--- src/shared/serial_pkg.sv ---
/*
 * Constants, register map and state types for the serial port block.
 * Assumes a 32-bit peripheral register bus and one system clock.
 */
// Function
// RULE1 - Frame: start, eight data bits LSB first, optional parity, one stop.
// RULE2 - Data write queues low byte; transmitter runs only when enabled.
// RULE3 - Idle after stop: line high, shifter-empty set; cleared when queued.
// RULE4 - Status shows transmit queue empty whenever it holds nothing.
// RULE5 - Disabling the transmitter aborts at once, partial character included.
// RULE6 - Software must not write data while disabled or queue full.
// RULE7 - Status shows transmit full, below-half and entry count.
// RULE8 - Falling edge, recheck at half bit, then sample each bit centre.
// RULE9 - Input filtered by eight stages; level changes only when all agree.
// RULE10 - Received bytes queue in eight entries; data read pops one.
// RULE11 - Bits assembled LSB first; data ready set while queue non-empty.
// RULE12 - Error flags set at byte end; errored frames are discarded.
// RULE13 - Error flags accumulate until software writes zeros.
// RULE14 - Start seen with queue and shifter full: drop shifter, flag overrun.
// RULE15 - Status shows receive full, at-least-half and entry count.
// RULE16 - 12-bit down-counter ticks on underflow and reloads from scaler.
// RULE17 - Software sets scaler to clock over eight times baud rate; the code ticks every scaler plus one clocks, so it needs that value minus one.
// RULE18 - Loop-back feeds transmitter to receiver, external output stays idle.
// RULE19 - Transmit pulse interrupt when enabled queue goes from data to empty.
// RULE20 - Transmit queue interrupt level while enabled and below half.
// RULE21 - Receive queue interrupt level while enabled and at least half.
// RULE22 - Receive pulse interrupt, gated by its enable and receiver enable.
package serial_pkg;

	localparam logic [31:0] ADDR_DATA    = 32'h8000_0100;
	localparam logic [31:0] ADDR_STATUS  = 32'h8000_0104;
	localparam logic [31:0] ADDR_CONTROL = 32'h8000_0108;
	localparam logic [31:0] ADDR_SCALER  = 32'h8000_010c;

	localparam int QUEUE_DEPTH = 8;
	localparam logic [3:0] QUEUE_FULL = 4'h8;
	localparam logic [3:0] QUEUE_HALF = 4'h4;
	localparam logic [2:0] TICK_LAST  = 3'h7;
	localparam logic [2:0] TICK_MID   = 3'h3;
	localparam logic [2:0] BIT_LAST   = 3'h7;

	// Control bit positions.
	localparam int CTL_RX_EN     = 0;
	localparam int CTL_TX_EN     = 1;
	localparam int CTL_RX_IRQ    = 2;
	localparam int CTL_TX_IRQ    = 3;
	localparam int CTL_PAR_ODD   = 4;
	localparam int CTL_PAR_EN    = 5;
	localparam int CTL_LOOP      = 7;
	localparam int CTL_TX_Q_IRQ  = 9;
	localparam int CTL_RX_Q_IRQ  = 10;
	localparam int CTL_WIDTH     = 11;

	// Status bit positions.
	localparam int ST_RX_READY   = 0;
	localparam int ST_TX_SH_MT   = 1;
	localparam int ST_TX_Q_MT    = 2;
	localparam int ST_OVERRUN    = 4;
	localparam int ST_PARITY     = 5;
	localparam int ST_FRAMING    = 6;
	localparam int ST_TX_HALF    = 7;
	localparam int ST_RX_HALF    = 8;
	localparam int ST_TX_FULL    = 9;
	localparam int ST_RX_FULL    = 10;
	localparam int ST_TX_CNT     = 20;
	localparam int ST_RX_CNT     = 26;

	localparam logic [CTL_WIDTH-1:0] CONTROL_RESET = 11'h000;
	localparam logic [11:0] SCALER_RESET  = 12'h000;
	localparam logic [7:0]  FILTER_IDLE   = 8'hff;

	typedef enum logic [2:0] {TX_IDLE, TX_START, TX_DATA, TX_PARITY, TX_STOP}
		tx_state_t;
	typedef enum logic [2:0] {RX_IDLE, RX_START, RX_DATA, RX_PARITY, RX_STOP}
		rx_state_t;

	typedef struct packed {
		logic [CTL_WIDTH-1:0] ctrl;
		logic [11:0]          scaler;
		logic [11:0]          scnt;
		logic [7:0][7:0]      tmem;
		logic [2:0]           twp;
		logic [2:0]           trp;
		logic [3:0]           transmit_queue_count;
		logic [7:0][7:0]      rmem;
		logic [2:0]           rwp;
		logic [2:0]           rrp;
		logic [3:0]           receive_queue_count;
		logic                 sh_empty;
		logic                 overrun;
		logic                 par_err;
		logic                 frm_err;
		tx_state_t            tst;
		logic [7:0]           tsh;
		logic [2:0]           tbit;
		logic [2:0]           ttk;
		logic                 txo;
		logic                 txpin;
		logic [1:0]           sync;
		logic [7:0]           filt;
		logic                 lev;
		logic                 lev_prev;
		rx_state_t            rst;
		logic [7:0]           rsh;
		logic [2:0]           rbit;
		logic [2:0]           rtk;
		logic                 rpar;
		logic [7:0]           hold;
		logic                 holdv;
		logic [31:0]          rdata;
		logic                 ready;
		logic                 irq;
	} state_t;

endpackage : serial_pkg

--- src/hdl/serial_port.sv ---
/*
 * Serial transmitter and receiver with eight-entry queues on a
 * peripheral register bus. Assumes one system clock, an asynchronous
 * active-low reset, and a serial input that is asynchronous to the clock.
 */
`timescale 1ns/1ps
module serial_port (
	// Clock and reset
	input  wire logic        i_core_clk,
	input  wire logic        i_rstn,
	// Register bus
	input  wire logic        i_psel,
	input  wire logic        i_penable,
	input  wire logic        i_pwrite,
	input  wire logic [31:0] i_paddr,
	input  wire logic [31:0] i_pwdata,
	output logic      [31:0] o_prdata,
	output logic             o_pready,
	output logic             o_pslverr,
	// Serial line
	input  wire logic        i_rxd,
	output logic             o_txd,
	// Interrupt
	output logic             o_irq
);

	serial_pkg::state_t q;
	serial_pkg::state_t d;

	always_comb
	begin
		logic       tick;
		logic       take;
		logic       tpush;
		logic       tpop;
		logic       rpush;
		logic       rpop;
		logic [7:0] rbyte;
		logic       par_bad;
		logic       tx_pulse;
		logic       rx_pulse;
		logic       rdone;
		tick     = 1'b0;
		rdone    = 1'b0;
		take     = 1'b0;
		tpush    = 1'b0;
		tpop     = 1'b0;
		rpush    = 1'b0;
		rpop     = 1'b0;
		rbyte    = 8'h00;
		par_bad  = 1'b0;
		tx_pulse = 1'b0;
		rx_pulse = 1'b0;
		d        = q;

		// Scaler: underflow gives one tick at eight times the bit rate.
		if (q.scnt == 12'h000)
		begin
			tick   = 1'b1; // RULE16
			d.scnt = q.scaler; // RULE16
		end
		else
		begin
			d.scnt = q.scnt - 12'h001;
		end

		// Register bus: one wait state, so every answer comes from a flop.
		take    = i_psel & i_penable & ~q.ready;
		d.ready = take;
		d.rdata = 32'h0000_0000;
		if (take && !i_pwrite)
		begin
			case (i_paddr)
				serial_pkg::ADDR_DATA:
				begin
					d.rdata = {24'h00_0000, q.rmem[q.rrp]}; // RULE10
					rpop    = (q.receive_queue_count != 4'h0); // RULE10
				end
				serial_pkg::ADDR_STATUS:
				begin
					d.rdata[serial_pkg::ST_RX_READY] = (q.receive_queue_count != 4'h0); // RULE11
					d.rdata[serial_pkg::ST_TX_SH_MT] = q.sh_empty; // RULE3
					d.rdata[serial_pkg::ST_TX_Q_MT]  = (q.transmit_queue_count == 4'h0); // RULE4
					d.rdata[serial_pkg::ST_OVERRUN]  = q.overrun;
					d.rdata[serial_pkg::ST_PARITY]   = q.par_err;
					d.rdata[serial_pkg::ST_FRAMING]  = q.frm_err;
					d.rdata[serial_pkg::ST_TX_HALF]  =
						(q.transmit_queue_count < serial_pkg::QUEUE_HALF); // RULE7
					d.rdata[serial_pkg::ST_RX_HALF]  =
						(q.receive_queue_count >= serial_pkg::QUEUE_HALF); // RULE15
					d.rdata[serial_pkg::ST_TX_FULL]  =
						(q.transmit_queue_count == serial_pkg::QUEUE_FULL); // RULE7
					d.rdata[serial_pkg::ST_RX_FULL]  =
						(q.receive_queue_count == serial_pkg::QUEUE_FULL); // RULE15
					d.rdata[serial_pkg::ST_TX_CNT +: 4] = q.transmit_queue_count; // RULE7
					d.rdata[serial_pkg::ST_RX_CNT +: 4] = q.receive_queue_count; // RULE15
				end
				serial_pkg::ADDR_CONTROL:
					d.rdata = {21'h00_0000, q.ctrl};
				serial_pkg::ADDR_SCALER:
					d.rdata = {20'h0_0000, q.scaler};
				default:
					d.rdata = 32'h0000_0000;
			endcase
		end
		if (take && i_pwrite)
		begin
			case (i_paddr)
				serial_pkg::ADDR_DATA:
					// A write into a full queue is dropped rather than
					// overwriting the oldest entry.
					tpush = (q.transmit_queue_count != serial_pkg::QUEUE_FULL); // RULE2
				serial_pkg::ADDR_STATUS:
				begin
					// Writing zero clears a flag; set below wins.
					d.overrun = q.overrun & i_pwdata[serial_pkg::ST_OVERRUN]; // RULE13
					d.par_err = q.par_err & i_pwdata[serial_pkg::ST_PARITY]; // RULE13
					d.frm_err = q.frm_err & i_pwdata[serial_pkg::ST_FRAMING]; // RULE13
				end
				serial_pkg::ADDR_CONTROL:
					d.ctrl = i_pwdata[serial_pkg::CTL_WIDTH-1:0];
				serial_pkg::ADDR_SCALER:
					d.scaler = i_pwdata[11:0];
				default:
					d.ctrl = q.ctrl;
			endcase
		end

		// Transmitter.
		if (!q.ctrl[serial_pkg::CTL_TX_EN])
		begin
			d.tst = serial_pkg::TX_IDLE; // RULE5
			d.txo = 1'b1; // RULE5
			d.ttk = 3'h0;
			// The aborted character is gone, so the shifter reads as empty.
			d.sh_empty = 1'b1; // RULE5
		end
		else
		begin
			if (tick)
				d.ttk = q.ttk + 3'h1;
			case (q.tst)
				serial_pkg::TX_IDLE:
				begin
					d.txo = 1'b1; // RULE3
					if (q.transmit_queue_count != 4'h0)
					begin
						tpop       = 1'b1;
						d.tsh      = q.tmem[q.trp];
						d.tst      = serial_pkg::TX_START;
						d.txo      = 1'b0; // RULE1
						d.ttk      = 3'h0;
						d.tbit     = 3'h0;
						d.sh_empty = 1'b0; // RULE3
					end
					else
					begin
						d.sh_empty = 1'b1; // RULE3
					end
				end
				serial_pkg::TX_START:
					if (tick && q.ttk == serial_pkg::TICK_LAST)
					begin
						d.tst = serial_pkg::TX_DATA;
						d.txo = q.tsh[0]; // RULE1
					end
				serial_pkg::TX_DATA:
					if (tick && q.ttk == serial_pkg::TICK_LAST)
					begin
						d.tbit = q.tbit + 3'h1;
						if (q.tbit != serial_pkg::BIT_LAST)
						begin
							d.txo = q.tsh[q.tbit + 3'h1]; // RULE1
						end
						else if (q.ctrl[serial_pkg::CTL_PAR_EN])
						begin
							d.tst = serial_pkg::TX_PARITY;
							d.txo = ^q.tsh ^ q.ctrl[serial_pkg::CTL_PAR_ODD];
						end
						else
						begin
							d.tst = serial_pkg::TX_STOP;
							d.txo = 1'b1; // RULE1
						end
					end
				serial_pkg::TX_PARITY:
					if (tick && q.ttk == serial_pkg::TICK_LAST)
					begin
						d.tst = serial_pkg::TX_STOP;
						d.txo = 1'b1; // RULE1
					end
				serial_pkg::TX_STOP:
					if (tick && q.ttk == serial_pkg::TICK_LAST)
						d.tst = serial_pkg::TX_IDLE; // RULE1
				default:
					d.tst = serial_pkg::TX_IDLE;
			endcase
		end
		// Loop-back keeps the pin idle while the line goes inward.
		d.txpin = d.txo | d.ctrl[serial_pkg::CTL_LOOP]; // RULE18

		// Input path: two-flop synchroniser, then an eight-stage filter.
		d.sync = {q.sync[0], i_rxd};
		d.filt = {q.filt[6:0],
			q.ctrl[serial_pkg::CTL_LOOP] ? q.txo : q.sync[1]}; // RULE18
		if (q.filt == 8'hff)
			d.lev = 1'b1; // RULE9
		else if (q.filt == 8'h00)
			d.lev = 1'b0; // RULE9
		d.lev_prev = q.lev;

		// Receiver.
		if (!q.ctrl[serial_pkg::CTL_RX_EN])
		begin
			d.rst = serial_pkg::RX_IDLE;
		end
		else
		begin
			if (tick)
				d.rtk = q.rtk + 3'h1;
			case (q.rst)
				serial_pkg::RX_IDLE:
					if (q.lev_prev && !q.lev)
					begin
						d.rst = serial_pkg::RX_START; // RULE8
						d.rtk = 3'h0;
						if (q.holdv && !rpop
							&& q.receive_queue_count == serial_pkg::QUEUE_FULL)
						begin
							d.holdv   = 1'b0; // RULE14
							d.overrun = 1'b1; // RULE14
						end
					end
				serial_pkg::RX_START:
					if (tick && q.rtk == serial_pkg::TICK_MID)
					begin
						d.rtk  = 3'h0;
						d.rbit = 3'h0;
						d.rpar = 1'b0;
						d.rst  = q.lev ? serial_pkg::RX_IDLE
						               : serial_pkg::RX_DATA; // RULE8
					end
				serial_pkg::RX_DATA:
					if (tick && q.rtk == serial_pkg::TICK_LAST)
					begin
						d.rsh  = {q.lev, q.rsh[7:1]}; // RULE11
						d.rbit = q.rbit + 3'h1;
						if (q.rbit == serial_pkg::BIT_LAST)
							d.rst = q.ctrl[serial_pkg::CTL_PAR_EN]
								? serial_pkg::RX_PARITY
								: serial_pkg::RX_STOP; // RULE8
					end
				serial_pkg::RX_PARITY:
					if (tick && q.rtk == serial_pkg::TICK_LAST)
					begin
						d.rpar = q.lev;
						d.rst  = serial_pkg::RX_STOP;
					end
				serial_pkg::RX_STOP:
					if (tick && q.rtk == serial_pkg::TICK_LAST)
					begin
						d.rst   = serial_pkg::RX_IDLE;
						par_bad = q.ctrl[serial_pkg::CTL_PAR_EN] &
							(q.rpar != (^q.rsh ^ q.ctrl[serial_pkg::CTL_PAR_ODD]));
						if (par_bad)
							d.par_err = 1'b1; // RULE12
						if (!q.lev)
							d.frm_err = 1'b1; // RULE12
						if (!par_bad && q.lev)
						begin
							// A full queue leaves the byte in the shifter.
							d.hold  = q.rsh; // RULE12
							d.holdv = 1'b1;
							rdone   = 1'b1;
						end
					end
				default:
					d.rst = serial_pkg::RX_IDLE;
			endcase
		end

		// Held byte enters the queue as soon as there is room.
		if (q.holdv && (q.receive_queue_count != serial_pkg::QUEUE_FULL || rpop))
		begin
			rpush   = 1'b1; // RULE10
			rbyte   = q.hold;
			// A byte finished in this same cycle stays held behind it.
			d.holdv = rdone;
		end

		// Queue pointers and counts.
		if (tpush)
		begin
			d.tmem[q.twp] = i_pwdata[7:0]; // RULE2
			d.twp         = q.twp + 3'h1;
		end
		if (tpop)
			d.trp = q.trp + 3'h1;
		d.transmit_queue_count = q.transmit_queue_count + {3'h0, tpush} - {3'h0, tpop};
		if (rpush)
		begin
			d.rmem[q.rwp] = rbyte; // RULE10
			d.rwp         = q.rwp + 3'h1;
		end
		if (rpop)
			d.rrp = q.rrp + 3'h1;
		d.receive_queue_count = q.receive_queue_count + {3'h0, rpush} - {3'h0, rpop};

		// Interrupt: two pulse events and two queue levels.
		tx_pulse = q.ctrl[serial_pkg::CTL_TX_IRQ] & q.ctrl[serial_pkg::CTL_TX_EN]
			& (q.transmit_queue_count != 4'h0) & (d.transmit_queue_count == 4'h0); // RULE19
		rx_pulse = q.ctrl[serial_pkg::CTL_RX_IRQ] & q.ctrl[serial_pkg::CTL_RX_EN]
			& rpush; // RULE22
		d.irq = tx_pulse | rx_pulse
			| (q.ctrl[serial_pkg::CTL_TX_Q_IRQ] & q.ctrl[serial_pkg::CTL_TX_EN]
			& (d.transmit_queue_count < serial_pkg::QUEUE_HALF)) // RULE20
			| (q.ctrl[serial_pkg::CTL_RX_Q_IRQ] & q.ctrl[serial_pkg::CTL_RX_EN]
			& (d.receive_queue_count >= serial_pkg::QUEUE_HALF)); // RULE21
	end

	always_ff @(posedge i_core_clk or negedge i_rstn)
	begin
		if (!i_rstn)
		begin
			q          <= '0;
			q.ctrl     <= serial_pkg::CONTROL_RESET;
			q.scaler   <= serial_pkg::SCALER_RESET;
			q.sh_empty <= 1'b1;
			q.tst      <= serial_pkg::TX_IDLE;
			q.txo      <= 1'b1;
			q.txpin    <= 1'b1;
			q.sync     <= 2'h3;
			q.filt     <= serial_pkg::FILTER_IDLE;
			q.lev      <= 1'b1;
			q.lev_prev <= 1'b1;
			q.rst      <= serial_pkg::RX_IDLE;
		end
		else
		begin
			q <= d;
		end
	end

	assign o_prdata  = q.rdata;
	assign o_pready  = q.ready;
	assign o_pslverr = 1'b0;
	assign o_txd     = q.txpin;
	assign o_irq     = q.irq;

endmodule : serial_port

--- config.mk ---
export PLATFORM = sky130hd
export DESIGN_NAME = serial_port
export DESIGN_NICKNAME = d
export VERILOG_FILES = /design/src/shared/serial_pkg.sv /design/src/hdl/serial_port.sv
export SDC_FILE = /design/constraint.sdc
export NUM_CORES = 1
export LEC_CHECK = 0
export ABC_AREA = 1
export BUFFER_PORTS_ARGS = -buffer_cell sky130_fd_sc_hd__buf_4
export CAP_MARGIN = 20
export CELL_PAD_IN_SITES_DETAIL_PLACEMENT = 1
export CELL_PAD_IN_SITES_GLOBAL_PLACEMENT = 2
export CORE_ASPECT_RATIO = 0.6
export CORE_MARGIN = 5
export CORE_UTILIZATION = 40
export CTS_CLUSTER_DIAMETER = 30
export DETAILED_ROUTE_END_ITERATION = 10
export PLACE_DENSITY = 0.9
export SETUP_SLACK_MARGIN = 0.3
export SYNTH_ARGS = -nofsm -noshare
export SYNTH_HDL_FRONTEND = slang
export SYNTH_SLANG_ARGS = --single-unit
--- constraint.sdc ---
create_clock -name i_core_clk -period 6.67 [get_ports i_core_clk]
set_input_delay 0.667 -clock i_core_clk [delete_from_list [all_inputs] [get_ports i_core_clk]]
set_output_delay 0.667 -clock i_core_clk [all_outputs]
set_load 0.05 [all_outputs]
Word level (Yosys, flattened, before mapping)
Index checks and enable logic that the tools add are counted.
{"block": "totals", "output_inout_bits": 36, "input_bits": 70, "regBits": 279, "word_cells": 281}
{"block": "classes", "add_sub_neg": 13, "eq_ne": 45, "n_reduce_logical": 44, "n_bitwise": 22, "magnitude_cmp": 11, "mux": 96}
{"cell": "64-bit bitwise mux", "count": 2}
{"cell": "32-bit == test, second input constant", "count": 4}
{"cell": "3-bit two-way mux", "count": 21}
{"cell": "3-bit inequality test, second input constant", "count": 17}
{"cell": "8-bit binary-select mux with 3-bit select", "count": 2}
{"cell": "8-bit demux with 3-bit select", "count": 2}
{"cell": "8-bit two-way mux", "count": 6}
{"cell": "1-bit two-way mux", "count": 38}
{"cell": "30-bit two-way mux", "count": 1}
{"cell": "3-bit one-hot mux with 5 select lines", "count": 2}
{"cell": "7-bit one-hot mux with 4 select lines", "count": 1}
{"cell": "3-bit by 1-bit adder with 3-bit output, second input constant", "count": 8}
{"cell": "12-bit two-way mux", "count": 2}
{"cell": "3-bit by 4-bit less-than comparator with 1-bit output, second input constant", "count": 5}
{"cell": "20-bit two-way mux", "count": 1}
{"cell": "18-bit two-way mux", "count": 1}
{"cell": "3-bit one-hot mux with 2 select lines", "count": 3}
{"cell": "6-bit AND reduction", "count": 3}
{"cell": "4-bit AND reduction", "count": 4}
{"cell": "8-bit XOR reduction", "count": 2}
{"cell": "1-bit bitwise AND", "count": 15}
{"cell": "3-bit by 2-bit == test with 1-bit output, second input constant", "count": 5}
{"cell": "3-bit == test, second input constant", "count": 5}
{"cell": "14-bit two-way mux", "count": 1}
{"cell": "other kinds (36)", "count": 80}

Depth between registers and ports, before layout
{"block": "depth", "depth_word": 12, "mapped_depth": 17, "mapped_depth_nobuf": 16}

Worst setup path after synthesis
OpenSTA, ideal clock, no wires.
{"block": "synth_path", "kind": "input port to flip-flop", "start": "input port i_paddr[29]", "end": "register q (netlist bit o_irq)", "cell_stages": 17, "setup_slack_ps": 3495, "setup_time_ps": 116, "t_arrival_ps": 3060, "required_time_ps": 6554, "cell_sequence": "nor2_1 -> nand3b_1 -> nor2_2 -> nand2_2 -> nor2_4 -> and2_4 -> buf_6 -> nand3_4 -> ha_1 -> inv_1 -> ha_1 -> inv_1 -> fa_1 -> inv_1 -> nor3_1 -> a21oi_1 -> o311ai_0"}
{"item": "from (decl)", "line_no": "serial_port.sv:15", "text": "input wire logic [31:0] i_paddr,"}
{"item": "to (decl)", "line_no": "serial_port.sv:27", "text": "serial_pkg::state_t q;"}

==> summary.md <==
| Metric | Value |
|---|---|
| PortBufs | `72` |
| Post-synth EDFFs | `0` |
| Die Ht | `149 µm` |
| Critical Path RT | `7.10 ns` |
| Met2 wire length | `15800 µm` |
| Vias in the first global route | `10900` |
| Crit path capture type | `flop` |
| Area delta synth->final | `18.5%` |
| Final setup violation count | `0` |
| Worst Setup Path Type | `flop to flop` |
| Post-Syn Area | `12800 µm²` |
| Ys Warns | `0` |
| Starting DRT DRC Count | `751` |
| Fraction of the yosys area taken by sequential cells | `52.3%` |
| Full die area | `35800 µm²` |
| Max_slew headroom | `26.1%` |
| Vias per Instance | `5.38` |
| Worst-Skew Late Latency | `0.55 ns` |
| Crit-path leading delay family | `adder cells` |
| Peak fanout along the critical path | `4` |
| Setup Skew | `0.0193 ns` |
| Met3 WL | `2600 µm` |
| Synth Flop Type | `dfrtp_1` |
| Met1 WL | `19200 µm` |
| Lkg Pwr | `7.16 nW` |
| Final GP Congestion | `0.798` |
| Worst hold path type | `input pin to async pin` |
| Largest area contributor in the synthesized netlist | `dfrtp_1` |
| # rows | `50` |
| Gr ovfl total | `0` |
| Fin cells | `1948` |
| Yosys top cell area share | `49.2%` |
| Critical R2R Capture | `o_irq` |
| Worst slew pin tran | `1.11 ns` |
| Die Width | `241 µm` |
| CP most frequent cell | `inv_1` |
| Reg2Reg Depth | `15` |
| Critical path arrival | `3.78 ns` |
| Wire per inst | `19.6 µm` |
| DRC viols | `0` |
| Largest net degree at the start of global routing | `173` |
| Outcome | `complete, no violations` |
| Slowest CP cell | `fa_1` |
| Commonest non-fill, non-tap cell in the layout | `nand2_1` |
| Synth area leaders | `dfrtp_1, nand2_1, o21ai_0` |
| Commonest non-fill, non-tap cells in the layout | `nand2_1, dfrtp_1, o21ai_0` |
| Final Max Slew Viols | `0` |
| RSZ-0062 raised after global routing | `no` |
| Synth Register Bits | `267` |
| VDD IR max | `197 µV` |
| # hold bufs at CTS | `0` |
| CTS tree | `done` |
| Via count | `10500` |
| GRT Overall Usage | `21.5%` |
| Fmax | `299 MHz` |
| Crit path largest cell delay | `0.48 ns` |
| Cell variety after synth | `58` |
| Final period util | `50.1%` |
| Drt pass-1 iters | `5` |
| CTS Buf Count | `48` |
| Syn Inst Count | `1434` |
| Clock buffer depth | `3` |
| Syn Area/Cell | `8.93 µm²` |
| Worst-path cell chain | `inv_1 -> ha_1 -> nor3b_1 -> nor2_1 -> inv_1 -> nor2_1 -> ha_1 -> inv_1 -> ha_1 -> inv_1 -> fa_1 -> inv_1 -> nor3_1 -> a21oi_1 -> o311ai_0` |
| Placed cells | `1859` |
| Worst r2r src | `q[172]` |
| Fin nets | `1592` |
| # IOs | `106` |
| Final Hold Fails | `0` |
| HPWL after detailed placement | `26300 µm` |
| CP bufs+invs | `5` |
| Core area | `31400 µm²` |
| CTS H-tree lvls | `2` |
| Initial antenna violation count | `1` |
| # fillers | `3627` |
| Clock transition at the registers of the reported paths | `0.05 ns` |
| Root Buffer | `clkbuf_16` |
| Top Metal Used | `met5` |
| Post-synth ARST share | `100%` |
| Minimum clock period | `3.34 ns` |
| Post-CTS Repair Setup Buffers | `0` |
| DRT Wirelength | `38100 µm` |
| N_diodes | `0` |
| Initial Util | `40.8%` |
| Post-layout util | `48.4%` |
| Worst R2R Setup Slack | `3.33 ns` |
| Final Hold Slack | `0.151 ns` |
| Routed Antenna Nets | `0` |
| Pwr Density | `300 nW/µm²` |
| Startpoint Class | `flop` |
| CTS sink cnt | `267` |
| Final TNS setup | `0 ns` |
| Max Cap Viol | `0` |
| First-pass GRT wire length | `61400 µm` |
| Layout cell share with drive strength beyond 1 | `15.3%` |
| Post-CTS Resized | `0` |
[Yosys cell counts, types with 3 or more instances]
master    instances
nand3_1          36
inv_1           114
ha_1             27
o21ai_2           8
buf_4            34
nor2_2            6
a32o_1            3
nor2_1          141
o21ai_1          41
buf_2             7
o22ai_1          10
nand4_1           7
nand2_1         298
nor3_1            7
nand2_4           5
xor2_1            8
o21ai_0         214
dfrtp_1         252
mux2i_1           8
clkinv_1          3
buf_1             5
clkbuf_1         25
dfstp_2          15
a31oi_1           4
o221ai_1         15
buf_6             8
o32ai_1           8
a22o_1            3
mux2_2            9
nor2_8            3
xnor2_1          18
a21oi_1          22
o211ai_1         21
nor2_4            3
nand2_2          13
[cells by family after synthesis]
logic type      after synthesis  synth area share [%]
compound gates              360                  16.0
xor+xnor                     26                  1.78
fa+ha+maj                    29                  2.95
buf+inv                     199                  7.37
flops                       267                  52.3
mux                          17                  1.42
other cells                   1                0.0293
simple gates                535                  18.2
[worst max path at each step]
stage | startpoint | end | slack [ns] | cells after the start
finish | q[172] | o_irq | 3.33 | 15
global route | q[172] | o_irq | 3.03 | 15
detailed placement | i_paddr[11] | o_irq | 2.90 | 15
global placement | i_paddr[13] | o_irq | 3.03 | 15
CTS | q[172] | o_irq | 3.31 | 15
floorplan | i_paddr[29] | o_irq | 3.49 | 17
[worst register-to-register path: stages, from the launching register on]
cell and delay (ns):
dfrtp_1 0.36, inv_1 0.12, ha_1 0.26, nor3b_1 0.44, nor2_1 0.08, inv_1 0.17, nor2_1 0.09, ha_1 0.27
inv_1 0.07, ha_1 0.18, inv_1 0.06, fa_1 0.48, inv_1 0.05, nor3_1 0.18, a21oi_1 0.09, o311ai_0 0.31
[flip-flops by register name (all words and copies together) (netlist names)]
signal	cells
d	9
o_irq	1
o_prdata	20
o_pready	1
o_txd	1
q	235
[layout make-up]
type / count / area [µm²] / share of cell area, %
Clock inverter: 27 / 335 / 2.21
Inverter: 119 / 447 / 2.94
Multi-Input combinational cell: 980 / 5210 / 34.3
Tap cell: 416 / 520 / 3.43
Timing Repair Buffer: 77 / 618 / 4.07
Sequential cell: 267 / 6700 / 44.1
Clock buffer: 62 / 1360 / 8.92
[stage by stage]
stage               total power [mW]  area, µm²  setup WS, ns
floorplan                       1.92      12900          3.49
global placement                2.04      13500          3.03
detailed placement              2.05      13500          2.90
CTS                             4.60      15200          3.31
global route                    4.74      15200          3.03
finish                          4.56      15200          3.33
[report_power, final]
group | switching [mW] | internal [mW] | total [mW]
sequential | 0.0138 | 1.65 | 1.67
combinational | 0.245 | 0.106 | 0.352
clock | 0.890 | 1.65 | 2.54
[layer usage]
metal  vias up  track usage [%]
met5         -                0
met4         2             4.40
met3        50             4.97
met2       290             30.5
met1      5234             33.5
li1       4896                -
Power figures use the tool's default switching activity.
